==> config.mk <==
export PLATFORM = sky130hd
export DESIGN_NAME = serial_status_flags
export DESIGN_NICKNAME = d
export VERILOG_FILES = /design/src/serial_status_pkg.sv /design/src/rx_char_if.sv /design/src/serial_status_flags.sv /design/src/char_fifo.sv /design/src/rx_parity_check.sv
export SDC_FILE = /design/constraint.sdc
export NUM_CORES = 1
export LEC_CHECK = 0
export ABC_AREA = 1
export BUFFER_PORTS_ARGS = -buffer_cell sky130_fd_sc_hd__buf_2
export CAP_MARGIN = 10
export CORE_AREA = 2 2 127 129
export CTS_BUF_LIST = sky130_fd_sc_hd__clkbuf_8
export DETAILED_ROUTE_END_ITERATION = 10
export DIE_AREA = 0 0 129 131
export PLACE_DENSITY = 0.63
export SETUP_SLACK_MARGIN = 0.4
export SYNTH_ARGS = -nofsm -noshare
export SYNTH_HDL_FRONTEND = slang
export SYNTH_SLANG_ARGS = --single-unit
==> constraint.sdc <==
create_clock -name ref_clk -period 2.19 [get_ports ref_clk]
set_input_delay 0.1095 -clock ref_clk [delete_from_list [all_inputs] [get_ports ref_clk]]
set_output_delay 0.1095 -clock ref_clk [all_outputs]
set_load 0.005 [all_outputs]
==> src/serial_status_pkg.sv <==
// Purpose: shared constants for the serial status flag block
// Assumes: 8-bit register port, four word offsets
// Notes:   flag vector order is fixed by the FL_ indices below
// =============================================================
// package
package serial_status_pkg;
	// register port geometry
	localparam int ADDR_W = 2;
	localparam int DATA_W = 8;
	localparam int FIFO_DEPTH = 8;
	// register offsets
	localparam logic [1:0] OFS_STATUS = 2'h0;
	localparam logic [1:0] OFS_CTRL   = 2'h1;
	localparam logic [1:0] OFS_RXDATA = 2'h2;
	localparam logic [1:0] OFS_TXDATA = 2'h3;
	// status register bit positions
	localparam int ST_TX_BUFFER_EMPTY_FLAG = 7;
	localparam int ST_RX_FULL_FLAG = 6;
	localparam int ST_ORER = 5;
	localparam int ST_PER  = 3;
	localparam int ST_TX_DONE_FLAG = 2;
	localparam int ST_MPB  = 1;
	// control register bit positions
	localparam int CT_TE    = 5;
	localparam int CT_RE    = 4;
	localparam int CT_SYNC  = 3;
	localparam int CT_PAREN = 2;
	localparam int CT_ODD   = 1;
	localparam int CT_MULTI = 0;
	localparam logic [7:0] CTRL_RST = 8'h00;
	// clearable flag vector: index and reset values
	localparam int NFLAG   = 4;
	localparam int FL_PER  = 0;
	localparam int FL_ORER = 1;
	localparam int FL_RX_FULL_FLAG = 2;
	localparam int FL_TX_BUFFER_EMPTY_FLAG = 3;
	localparam logic [3:0] FLAG_RST = 4'h8;
	localparam logic       TX_DONE_FLAG_RST = 1'h1;
	localparam logic       MPB_RST  = 1'h0;
	localparam logic [7:0] DATA_RST = 8'h00;
endpackage : serial_status_pkg

==> src/rx_char_if.sv <==
// Purpose: carrier for received characters between buffer and flag logic
// Assumes: word = {multiproc bit, parity bit, data}
// Notes:   valid/ready handshake, transfer when both high
// =============================================================
// interface
`timescale 1ns/100ps
interface rx_char_if #(parameter int WORD_W = 10);
	logic [WORD_W-1:0] word;
	logic              valid;
	logic              ready;
	modport src (output word, output valid, input ready);
	modport snk (input word, input valid, output ready);
endinterface : rx_char_if

==> src/serial_status_flags.sv <==
// Purpose: receive/transmit status flags of a serial unit
// Assumes: character-level receiver and transmitter outside
// Notes:   standby acts like a synchronous reset of the flags
// Function
// - async parity mismatch against odd/even select sets parity fault
// - parity fault clears on reset, standby, or read-1 then write-0
// - clearing receive-on leaves parity fault unchanged
// - parity error loads holding register but not receive-full
// - reception halts while parity fault reads 1
// - synchronous mode: receive error flag inhibits transmission
// - parity checked only in async mode, resets to 0
// - transmit-done is read-only, writes ignored
// - read-1 write-0 of buffer-empty clears transmit-done
// - DMA write to transmit holding register clears transmit-done
// - transmit-done set on reset, standby, transmit-on cleared
// - last bit sent with buffer empty sets transmit-done
// - async multiprocessor format captures received multiproc bit
// - received multiproc bit is read-only, resets to 0
// - clearing receive-on keeps received multiproc bit
// - receive-full still set at next character: overrun, discard
// =============================================================
// module
`timescale 1ns/100ps
module serial_status_flags #(
	parameter int DATA_W = serial_status_pkg::DATA_W,
	parameter int DEPTH  = serial_status_pkg::FIFO_DEPTH
) (
	input  wire logic                                 ref_clk,
	input  wire logic                                 rst_n,
	input  wire logic                                 standbyReq,
	input  wire logic [serial_status_pkg::ADDR_W-1:0] addr,
	input  wire logic [7:0]                           wrData,
	input  wire logic                                 wrStrobe,
	input  wire logic                                 rdStrobe,
	output      logic [7:0]                           rdData,
	input  wire logic                                 rxCharValid,
	output      logic                                 rxCharReady,
	input  wire logic [DATA_W-1:0]                    rxCharData,
	input  wire logic                                 rxCharParity,
	input  wire logic                                 rxCharMpBit,
	input  wire logic                                 dmaWrite,
	input  wire logic [DATA_W-1:0]                    dmaData,
	input  wire logic                                 txTake,
	input  wire logic                                 lastBitSent,
	output      logic [DATA_W-1:0]                    txData,
	output      logic                                 rxFull,
	output      logic                                 txEmpty,
	output      logic                                 rxEnable,
	output      logic                                 txEnable
);
	localparam int WORD_W = DATA_W + 2;

	// refuse widths the 8-bit register port cannot carry
	if (DATA_W < 1 || DATA_W > 8) begin : g_chk
		$error("serial_status_flags data width out of range");
	end

	// =========================================================
	// declarations
	logic [7:0]              ctrl_reg;
	logic [7:0]              rdData_reg;
	logic [DATA_W-1:0]       rxHold_reg;
	logic [DATA_W-1:0]       txHold_reg;
	logic [3:0]              flag_reg;
	logic [3:0]              armed_reg;
	logic                    txDone_reg;
	logic                    mpBit_reg;
	logic [3:0]              setV;
	logic [3:0]              clrSw;
	logic [3:0]              clrHw;
	logic [3:0]              swBits;
	logic [DATA_W-1:0]       popData;
	logic                    popParity;
	logic                    popMp;
	logic                    mismatch;
	logic                    popEv;
	logic                    asyncMode;
	logic                    parErr;
	logic                    overrunEv;
	logic                    loadEv;
	logic                    rxBlocked;
	logic                    wrStatus;
	logic                    rdStatus;
	logic                    tendSet;
	logic                    tendClr;
	logic [7:0]              statusWord;
	logic [7:0]              rdNext;

	rx_char_if #(.WORD_W(WORD_W)) rxBus ();

	// =========================================================
	// receive buffer and parity
	char_fifo #(
		.WORD_W (WORD_W),
		.DEPTH  (DEPTH)
	) u_fifo (
		.ref_clk (ref_clk),
		.rst_n   (rst_n),
		.inValid (rxCharValid),
		.inReady (rxCharReady),
		.inWord  ({rxCharMpBit, rxCharParity, rxCharData}),
		.drain   (rxBus.src)
	);

	assign popData   = rxBus.word[DATA_W-1:0];
	assign popParity = rxBus.word[DATA_W];
	assign popMp     = rxBus.word[DATA_W+1];

	rx_parity_check #(
		.W (DATA_W)
	) u_par (
		.data      (popData),
		.parityBit (popParity),
		.oddSel    (ctrl_reg[serial_status_pkg::CT_ODD]),
		.mismatch  (mismatch)
	);

	// =========================================================
	// receive character handling
	assign asyncMode = ~ctrl_reg[serial_status_pkg::CT_SYNC];
	assign rxBlocked = flag_reg[serial_status_pkg::FL_PER]
		| flag_reg[serial_status_pkg::FL_ORER];
	assign rxEnable  = ctrl_reg[serial_status_pkg::CT_RE] & ~rxBlocked & ~standbyReq;
	assign rxBus.ready = rxEnable;
	assign popEv     = rxBus.valid & rxBus.ready;
	assign overrunEv = popEv & flag_reg[serial_status_pkg::FL_RX_FULL_FLAG];
	assign parErr    = popEv & ~overrunEv & asyncMode
		& ctrl_reg[serial_status_pkg::CT_PAREN] & mismatch;
	assign loadEv    = popEv & ~overrunEv;

	// =========================================================
	// bus decode
	assign wrStatus = wrStrobe & (addr == serial_status_pkg::OFS_STATUS);
	assign rdStatus = rdStrobe & (addr == serial_status_pkg::OFS_STATUS);

	// hardware set terms of the clearable flags
	assign setV[serial_status_pkg::FL_PER]  = parErr;
	assign setV[serial_status_pkg::FL_ORER] = overrunEv;
	assign setV[serial_status_pkg::FL_RX_FULL_FLAG] = loadEv & ~parErr;
	assign setV[serial_status_pkg::FL_TX_BUFFER_EMPTY_FLAG] = txTake;

	// hardware clear terms besides software
	assign clrHw[serial_status_pkg::FL_PER]  = 1'b0;
	assign clrHw[serial_status_pkg::FL_ORER] = 1'b0;
	assign clrHw[serial_status_pkg::FL_RX_FULL_FLAG] = 1'b0;
	assign clrHw[serial_status_pkg::FL_TX_BUFFER_EMPTY_FLAG] = dmaWrite;

	// written value of each flag bit
	assign swBits[serial_status_pkg::FL_PER]  = wrData[serial_status_pkg::ST_PER];
	assign swBits[serial_status_pkg::FL_ORER] = wrData[serial_status_pkg::ST_ORER];
	assign swBits[serial_status_pkg::FL_RX_FULL_FLAG] = wrData[serial_status_pkg::ST_RX_FULL_FLAG];
	assign swBits[serial_status_pkg::FL_TX_BUFFER_EMPTY_FLAG] = wrData[serial_status_pkg::ST_TX_BUFFER_EMPTY_FLAG];

	// =========================================================
	// clearable flags, one slice per flag
	for (genvar i = 0; i < serial_status_pkg::NFLAG; i++) begin : g_flag
		assign clrSw[i] = wrStatus & armed_reg[i] & ~swBits[i];

		// arm on a read that sees the flag set
		always_ff @(posedge ref_clk or negedge rst_n) begin
			if (!rst_n) begin
				armed_reg[i] <= 1'b0;
			end else if (standbyReq || wrStatus || !flag_reg[i]) begin
				armed_reg[i] <= rdStatus & flag_reg[i];
			end else if (rdStatus) begin
				armed_reg[i] <= 1'b1;
			end
		end

		// flag state, set wins over clear
		// no receive-on term
		always_ff @(posedge ref_clk or negedge rst_n) begin
			if (!rst_n) begin
				flag_reg[i] <= serial_status_pkg::FLAG_RST[i];
			end else if (standbyReq) begin
				flag_reg[i] <= serial_status_pkg::FLAG_RST[i];
			end else if (setV[i]) begin
				flag_reg[i] <= 1'b1;
			end else if (clrSw[i] || clrHw[i]) begin
				flag_reg[i] <= 1'b0;
			end
		end
	end

	// =========================================================
	// control register
	always_ff @(posedge ref_clk or negedge rst_n) begin
		if (!rst_n) begin
			ctrl_reg <= serial_status_pkg::CTRL_RST;
		end else if (standbyReq) begin
			ctrl_reg <= serial_status_pkg::CTRL_RST;
		end else if (wrStrobe && addr == serial_status_pkg::OFS_CTRL) begin
			ctrl_reg <= wrData;
		end
	end

	// receive holding register
	always_ff @(posedge ref_clk or negedge rst_n) begin
		if (!rst_n) begin
			rxHold_reg <= DATA_W'(serial_status_pkg::DATA_RST);
		end else if (loadEv) begin
			rxHold_reg <= popData;
		end
	end

	// transmit holding register, cpu or dma
	always_ff @(posedge ref_clk or negedge rst_n) begin
		if (!rst_n) begin
			txHold_reg <= DATA_W'(serial_status_pkg::DATA_RST);
		end else if (dmaWrite) begin
			txHold_reg <= dmaData;
		end else if (wrStrobe && addr == serial_status_pkg::OFS_TXDATA) begin
			txHold_reg <= wrData[DATA_W-1:0];
		end
	end

	// received multiprocessor bit
	// no receive-on term, holds
	always_ff @(posedge ref_clk or negedge rst_n) begin
		if (!rst_n) begin
			mpBit_reg <= serial_status_pkg::MPB_RST;
		end else if (standbyReq) begin
			mpBit_reg <= serial_status_pkg::MPB_RST;
		end else if (loadEv && asyncMode && ctrl_reg[serial_status_pkg::CT_MULTI]) begin
			mpBit_reg <= popMp;
		end
	end

	// =========================================================
	// transmit-done flag
	// software clear of buffer-empty
	assign tendClr = (clrSw[serial_status_pkg::FL_TX_BUFFER_EMPTY_FLAG] & ~txTake) | dmaWrite;
	assign tendSet = ~ctrl_reg[serial_status_pkg::CT_TE]
		| (lastBitSent & flag_reg[serial_status_pkg::FL_TX_BUFFER_EMPTY_FLAG]);

	always_ff @(posedge ref_clk or negedge rst_n) begin
		if (!rst_n) begin
			txDone_reg <= serial_status_pkg::TX_DONE_FLAG_RST;
		end else if (standbyReq || tendSet) begin
			txDone_reg <= 1'b1;
		end else if (tendClr) begin
			txDone_reg <= 1'b0;
		end
	end

	// =========================================================
	// status word and read port
	always_comb begin
		statusWord = 8'h00;
		statusWord[serial_status_pkg::ST_TX_BUFFER_EMPTY_FLAG] = flag_reg[serial_status_pkg::FL_TX_BUFFER_EMPTY_FLAG];
		statusWord[serial_status_pkg::ST_RX_FULL_FLAG] = flag_reg[serial_status_pkg::FL_RX_FULL_FLAG];
		statusWord[serial_status_pkg::ST_ORER] = flag_reg[serial_status_pkg::FL_ORER];
		statusWord[serial_status_pkg::ST_PER]  = flag_reg[serial_status_pkg::FL_PER];
		statusWord[serial_status_pkg::ST_TX_DONE_FLAG] = txDone_reg;
		statusWord[serial_status_pkg::ST_MPB]  = mpBit_reg;
	end

	// read data multiplexer, unmapped reads zero
	always_comb begin
		rdNext = 8'h00;
		case (addr)
			serial_status_pkg::OFS_STATUS: begin
				rdNext = statusWord;
			end
			serial_status_pkg::OFS_CTRL: begin
				rdNext = ctrl_reg;
			end
			serial_status_pkg::OFS_RXDATA: begin
				rdNext[DATA_W-1:0] = rxHold_reg;
			end
			serial_status_pkg::OFS_TXDATA: begin
				rdNext[DATA_W-1:0] = txHold_reg;
			end
			default: begin
				rdNext = 8'h00;
			end
		endcase
	end

	// read data valid only in the cycle after the strobe
	always_ff @(posedge ref_clk or negedge rst_n) begin
		if (!rst_n) begin
			rdData_reg <= 8'h00;
		end else if (rdStrobe) begin
			rdData_reg <= rdNext;
		end else begin
			rdData_reg <= 8'h00;
		end
	end

	// =========================================================
	// outputs
	assign rdData  = rdData_reg;
	assign txData  = txHold_reg;
	assign rxFull  = flag_reg[serial_status_pkg::FL_RX_FULL_FLAG];
	assign txEmpty = flag_reg[serial_status_pkg::FL_TX_BUFFER_EMPTY_FLAG];
	assign txEnable = ctrl_reg[serial_status_pkg::CT_TE] & ~standbyReq
		& ~(ctrl_reg[serial_status_pkg::CT_SYNC] & rxBlocked);
endmodule : serial_status_flags

==> src/char_fifo.sv <==
// Purpose: flip-flop FIFO for received characters
// Assumes: one push and one pop per cycle at most each
// Notes:   full and empty are exact, read side stalls freely
// =============================================================
// module
`timescale 1ns/100ps
module char_fifo #(
	parameter int WORD_W = 10,
	parameter int DEPTH  = 8
) (
	input  wire logic              ref_clk,
	input  wire logic              rst_n,
	input  wire logic              inValid,
	output      logic              inReady,
	input  wire logic [WORD_W-1:0] inWord,
	rx_char_if.src                 drain
);
	localparam int PW = (DEPTH > 1) ? $clog2(DEPTH) : 1;
	localparam int CW = $clog2(DEPTH + 1);
	localparam logic [PW-1:0] LAST = PW'(DEPTH - 1);
	localparam logic [CW-1:0] FULLC = CW'(DEPTH);

	// refuse depths the pointers cannot serve
	if (DEPTH < 2) begin : g_chk
		$error("char_fifo depth below two");
	end

	logic [WORD_W-1:0] mem_reg [DEPTH];
	logic [PW-1:0]     wrPtr_reg;
	logic [PW-1:0]     rdPtr_reg;
	logic [CW-1:0]     count_reg;
	logic              push;
	logic              pop;

	// handshake terms
	assign inReady     = (count_reg != FULLC);
	assign drain.valid = (count_reg != '0);
	assign drain.word  = mem_reg[rdPtr_reg];
	assign push        = inValid & inReady;
	assign pop         = drain.valid & drain.ready;

	// storage write
	always_ff @(posedge ref_clk) begin
		if (push) begin
			mem_reg[wrPtr_reg] <= inWord;
		end
	end

	// pointers and fill count
	always_ff @(posedge ref_clk or negedge rst_n) begin
		if (!rst_n) begin
			wrPtr_reg <= '0;
			rdPtr_reg <= '0;
			count_reg <= '0;
		end else begin
			if (push) begin
				wrPtr_reg <= (wrPtr_reg == LAST) ? '0 : wrPtr_reg + 1'b1;
			end
			if (pop) begin
				rdPtr_reg <= (rdPtr_reg == LAST) ? '0 : rdPtr_reg + 1'b1;
			end
			if (push && !pop) begin
				count_reg <= count_reg + 1'b1;
			end else if (pop && !push) begin
				count_reg <= count_reg - 1'b1;
			end
		end
	end
endmodule : char_fifo

==> src/rx_parity_check.sv <==
// Purpose: parity comparison of one received character
// Assumes: parity bit sampled and presented with the data
// Notes:   purely combinational, result used at load time
// =============================================================
// module
`timescale 1ns/100ps
module rx_parity_check #(
	parameter int W = 8
) (
	input  wire logic [W-1:0] data,
	input  wire logic         parityBit,
	input  wire logic         oddSel,
	output      logic         mismatch
);
	// refuse empty characters
	if (W < 1) begin : g_chk
		$error("rx_parity_check width below one");
	end

	// ones count incl. parity bit must be odd when odd selected
	assign mismatch = (^{data, parityBit}) != oddSel;
endmodule : rx_parity_check

==> results_dict.tcl, run 1 <==
set metrics [dict create \
    numClockSinks 132 \
    skew_ns 0.008768 \
    min_period_ns 2.145 \
    hp-class "primary input to flop" \
    die_area_um2 16900 \
    place.gp.congestion 0.8879 \
    setup_violations 0 \
    die_x_um 129 \
    hpwl_um 9536 \
    largest_reg_flops 80 \
    ys_ff_latch 132 \
    worstSkewPairLatency_ns 0.45 \
    syn_nets 700 \
    routedWlPerCell_um 14.34 \
    drv_slew 0 \
    vdd_drop_max_uv 996.5 \
    die_h_um 131 \
    final_area_um2 7737 \
    numPortBuffers 57 \
    antenna_left 0 \
    yosys_warnings 0 \
    clk_path_buf_depth 2 \
    path_cells "or2_1 > nor3_2 > nand2_2 > ha_2 > inv_4 > ha_4 > a21o_1 > a21oi_2 > nor2_1 > nor2_1 > nand2_1 > xor2_1" \
    cts_root_buf "clkbuf_8" \
    synthCells 655 \
    mostFrequentLayoutCells "210 x nand2_1, 98 x inv_1, 80 x edfxtp_1" \
    path_common_cell "nor2_1" \
    diodes 0 \
    cts_tree "done" \
    grtUsageTotal_pct 18.31 \
    leakage_nw 3.599 \
    crit_path_start_kind "flop" \
    maxCapViolCount 0 \
    hold_violations 0 \
    first_pass_iters 4 \
    antenna_found_initial 0 \
    asyncSetResetFlopFracSynth_pct 39.39 \
    synth_edf_count 80 \
    drt_iter0_drc 365 \
    crit_type "flop to flop" \
    grt_pass1_vias 4716 \
    seq_area_frac_synth_pct 60.52 \
    coreArea_um2 15600 \
    drc_errors 0 \
    via_count 4862 \
    placed_area_um2 6784 \
    via_per_inst 4.757 \
    path_buf_inv 1 \
    crit_family "simple AND/OR/NAND/NOR gates" \
    grt_overflow 0 \
    slew_headroom_pct 57.65 \
    synth.avg_cell_area_um2 9.349 \
    clk_pin_slew_ns 0.08 \
    htreeDepth 4 \
    grt_start_max_net_pins 41 \
    std_cell_rows 46 \
    yosysUniqueCellTypes 39 \
    setup.worst_path.end_class "flop" \
    post-route-period-util_pct 97.95 \
    cp.required_ns 2.53 \
    grt_pass1_wl_um 23200 \
    final_common_cell "nand2_1" \
    fin_nets 838 \
    syn2layout_area_growth_pct 26.36 \
    tightest_slew_ns 0.6311 \
    drive_above_1_share_pct 19.98 \
    p_per_area_nw_per_um2 1131 \
    setup-tns-final_ns 0 \
    totalWireLength_um 14650 \
    synth.cell_area_um2 6123 \
    ios 58 \
    slowest_delay_ns 0.38 \
    start_util_pct 39.26 \
    synth_ff_type "edfxtp_1" \
    crit_path_max_fanout 3 \
    status "finished clean" \
    cts_buffers 17 \
    fmax_ghz 0.4662 \
    cp.arrival_ns 2.48 \
    rsz0062_at_grt "true" \
    slowest_stage "dfrtp_1" \
]
-- synth_stat cells, types with 4 or more instances --
library cell | instances | share of area (%)
nand2_1 | 212 | 13
inv_1 | 101 | 6.2
edfxtp_1 | 80 | 39
nand3_1 | 55 | 4.5
dfrtp_1 | 50 | 20
nor2_1 | 33 | 2.0
o21ai_0 | 33 | 2.7
o22ai_1 | 16 | 1.6
a21oi_1 | 9 | 0.74
buf_2 | 9 | 0.74
buf_6 | 7 | 1.3
ha_1 | 7 | 1.4
o211ai_1 | 4 | 0.49
-- cell type report --
cell class,count,area [um2]
Fill cell,1415,7860
Sequential cell,132,3707
Multi-Input combinational cell,402,1973
Timing Repair Buffer,138,1016
Inverter,102,396.6
Tap cell,216,270.3
Clock buffer,17,234.0
Clock inverter,15,140.1
-- final timing paths --
kind | cells past startpoint | slack [ns] | from | to
max in group asynchronous | 3 | 1.31 | rst_n | txDone_reg
min in group asynchronous | 2 | 0.18 | rst_n | u_fifo.count_reg[0]
worst min register to register | 2 | 0.50 | rxHold_reg[1] | rxHold_reg[1]
worst max register to register | 12 | 0.04 | flag_reg[1] | u_fifo.count_reg[3]
worst min-delay path | 2 | 0.02 | dmaWrite | txData[3]
worst max-delay path | 12 | 0.04 | flag_reg[1] | u_fifo.count_reg[3]
-- stage by stage --
step           total power [mW]  hold WS [ns]  std cells  worst slack [ns]  utilization [%]
2_1_floorplan             5.704       -0.1861        655           0.02974                -
3_3_place_gp              6.474       0.09729        939           0.06333            43.49
3_5_place_dp              6.595        0.1175        939          -0.07928            43.49
4_1_cts                   8.741      -0.08959       1017           0.05291            49.03
5_1_grt                   9.424      0.009049       1022           -0.1249            49.61
6_report                  8.749       0.02047       1022           0.04499            49.61
-- report_power, final --
group	internal, mW	switching, mW	total (mW)
clock network	0.993	0.954	1.95
registers	3.08	0.186	3.27
logic	1.30	2.24	3.53
total	5.37	3.38	8.75
-- metal layers --
| metal | vias to the layer above | part of all wire [%] | track usage (%) |
|---|---|---|---|
| li1 | 2418 | - | - |
| met1 | 2274 | 45 | 22.31 |
| met2 | 138 | 47 | 31.31 |
| met3 | 32 | 4.9 | 4.112 |
| met4 | 0 | 2.8 | 8.248 |
| met5 | - | 0 | 0 |
-- cells by family (layout without fill, tap and decap cells) --
| family | Yosys count | in the layout | synth area share, % |
|---|---|---|---|
| flops | 132 | 132 | 60.52 |
| xor+xnor | 4 | 4 | 0.5722 |
| buf+inv | 121 | 272 | 8.602 |
| fa+ha+maj | 8 | 8 | 1.757 |
| mux | 1 | 1 | 0.1839 |
| compound gates | 81 | 81 | 7.990 |
| simple gates | 308 | 308 | 20.37 |
-- repair_timing --
item,4_1_cts,5_1_grt
setup endpoints to repair,5,18
hold buffers,37,1
gates resized for setup,12,24
pin swaps,13,7
setup buffers,9,3
cloned,0,1
hold endpoints to repair,122,2
Note: power is estimated with default switching activity, not from simulation.
==> run 2, diff against run 1 <==
--- a/config.mk
+++ b/config.mk
@@ -8,11 +8,11 @@
 export ABC_AREA = 1
 export BUFFER_PORTS_ARGS = -buffer_cell sky130_fd_sc_hd__buf_2
 export CAP_MARGIN = 10
-export CORE_AREA = 2 2 127 129
+export CORE_AREA = 2 2 109 111
 export CTS_BUF_LIST = sky130_fd_sc_hd__clkbuf_8
 export DETAILED_ROUTE_END_ITERATION = 10
-export DIE_AREA = 0 0 129 131
-export PLACE_DENSITY = 0.63
+export DIE_AREA = 0 0 111 113
+export PLACE_DENSITY = 0.81
 export SETUP_SLACK_MARGIN = 0.4
 export SYNTH_ARGS = -nofsm -noshare
 export SYNTH_HDL_FRONTEND = slang
==> run 2 against run 1 <==
  * The flow now finishes with violations (negative hold slack, negative setup slack)
  * Count of clock-buffer cells in the layout grew 3
  * Die area fell by 26%
  * Global-route usage rose by 7.8 points
  * Register-to-register slack lost 0.08 ns
  * Sequential cell count stayed put
  * Critical path type unchanged
  * Via count grew 12%
  * Sequential share of layout area decreased by 2.3 points
==> results_dict.tcl, run 2 (synthesized netlist as in run 1, its figures left out) <==
set metrics [dict create \
    crit_path_start_kind "flop" \
    setup_violations 1 \
    hold_slack_ns -0.02787 \
    ios 58 \
    slew_headroom_pct 56.44 \
    crit_type "flop to flop" \
    clk_pin_slew_ns 0.07 \
    start_util_pct 54.32 \
    cts_buffers 17 \
    switching_share_pct 41.05 \
    fin_nets 849 \
    slowest_stage "dfrtp_1" \
    cp.arrival_ns 2.59 \
    coreArea_um2 11270 \
    hold_buffers 41 \
    vdd_drop_max_uv 781.3 \
    skew_ns 0.01478 \
    grt_pass1_vias 5304 \
    worstSkewPairLatency_ns 0.46 \
    min_period_ns 2.227 \
    num-fill-cells 718 \
    holdCritStartpoint "standbyReq" \
    cp.required_ns 2.56 \
    p_sw_mw 4.161 \
    routedWlPerCell_um 18.36 \
    slowest_delay_ns 0.38 \
    grt_overflow 0 \
    syn2layout_area_growth_pct 32.84 \
    clk_path_buf_depth 2 \
    post-route-period-util_pct 101.7 \
    grtUsageTotal_pct 26.16 \
    grt_pass1_wl_um 25370 \
    pwr-share-seq_pct 32.5 \
    place.gp.congestion 0.9313 \
    combPwrFrac_pct 47.9 \
    crit_family "simple AND/OR/NAND/NOR gates" \
    cts_root_buf "clkbuf_8" \
    via_count 5439 \
    path_cells "or2_1 > nor3_2 > nand2_2 > ha_4 > inv_4 > ha_4 > a21o_1 > a21oi_2 > buf_4 > nand2_1 > nand2_1 > xor2_1" \
    drc_errors 0 \
    drv_slew 0 \
    drive_above_1_share_pct 27.66 \
    p_per_area_nw_per_um2 1246 \
    antenna_found_initial 0 \
    antenna_left 0 \
    mostFrequentLayoutCells "168 x nand2_1, 103 x inv_1, 80 x edfxtp_1" \
    layout_setup_ws_ns -0.03691 \
    die_x_um 111 \
    rr_startpoint "flag_reg[1]" \
    setup.worst_path.end_class "flop" \
    maxCapViolCount 0 \
    hold_violations 2 \
    final_common_cell "nand2_1" \
    largest_reg_flops 80 \
    tightest_slew_ns 0.6534 \
    hp-class "primary input to flop" \
    worstSetupStartpoint "flag_reg[1]" \
    fmax_ghz 0.4491 \
    crit_path_max_fanout 3 \
    hpwl_um 9270 \
    die_h_um 113 \
    diodes 0 \
    grt_start_max_net_pins 53 \
    via_per_inst 5.666 \
    failed_checks "negative hold slack, negative setup slack" \
    die_area_um2 12540 \
    p_int_mw 5.975 \
    dp_slack_ns -0.08475 \
    rsz0062_at_grt "true" \
    cts_tree "done" \
    std_cell_rows 39 \
    totalWireLength_um 17630 \
    numPortBuffers 57 \
    numClockSinks 132 \
    status "finished, violations left" \
    htreeDepth 4 \
    drt_iter0_drc 591 \
    leakage_nw 3.803 \
    path_buf_inv 2 \
    clockPowerShare_pct 19.6 \
    first_pass_iters 6 \
]
==> run 2: final cells by class <==
class | instances | area (um2) | area share (%)
Timing Repair inverter | 3 | 33.78 | 0.4153
Inverter | 102 | 400.4 | 4.922
Clock inverter | 12 | 101.3 | 1.246
Timing Repair Buffer | 146 | 1217 | 14.97
Sequential cell | 132 | 3707 | 45.58
Multi-Input combinational cell | 402 | 2220 | 27.29
Tap cell | 143 | 178.9 | 2.200
Clock buffer | 20 | 275.3 | 3.384
==> run 2: final timing paths <==
check | slack [ns] | endpoint | cells past startpoint
max | -0.04 | u_fifo.count_reg[3] | 12
max in group asynchronous | 1.39 | u_fifo.rdPtr_reg[0] | 3
max reg2reg | -0.04 | u_fifo.count_reg[3] | 12
min in group asynchronous | 0.32 | rdData[6] | 3
min reg2reg | 0.49 | rxHold_reg[4] | 2
min | -0.03 | rxFull | 2
==> run 2: what timing repair did <==
| item | 4_1_cts | 5_1_grt |
|---|---|---|
| pin swaps | 12 | 54 |
| cloned | 3 | 3 |
| hold endpoints to repair | 153 | 2 |
| gates resized for setup | 29 | 97 |
| buffers inserted | 12 | 14 |
| endpoints found under the setup margin | 36 | 48 |
==> run 2: metrics by stage <==
stage | power [mW] | cells | setup TNS (ns) | util, % | area [um2]
6_report | 10.14 | 960 | -0.03691 | 72.16 | 8134
5_1_grt | 10.64 | 960 | -0.08902 | 72.16 | 8134
4_1_cts | 8.942 | 944 | 0 | 67.73 | 7635
3_5_place_dp | 6.568 | 856 | -0.4869 | 58.82 | 6630
3_3_place_gp | 6.363 | 856 | 0 | 58.82 | 6630
2_1_floorplan | 5.704 | 655 | 0 | - | 6142
==> run 2: power groups by stage <==
stage	Sequential, mW	Clock [mW]	Combinational, mW
4_1_cts	3.27	1.97	3.70
5_1_grt	3.32	2.08	5.23
6_report	3.30	1.98	4.86
3_3_place_gp	3.29	0	3.07
2_1_floorplan	3.28	0	2.42
3_5_place_dp	3.31	0	3.26
==> run 2: per-layer routing <==
metal	vias to the layer above	share of wire (%)	global-route usage [%]
li1	2444	-	-
met4	0	5.4	14.75
met3	92	7.2	5.999
met1	2572	37	29.63
met5	-	0	0
met2	331	51	45.97
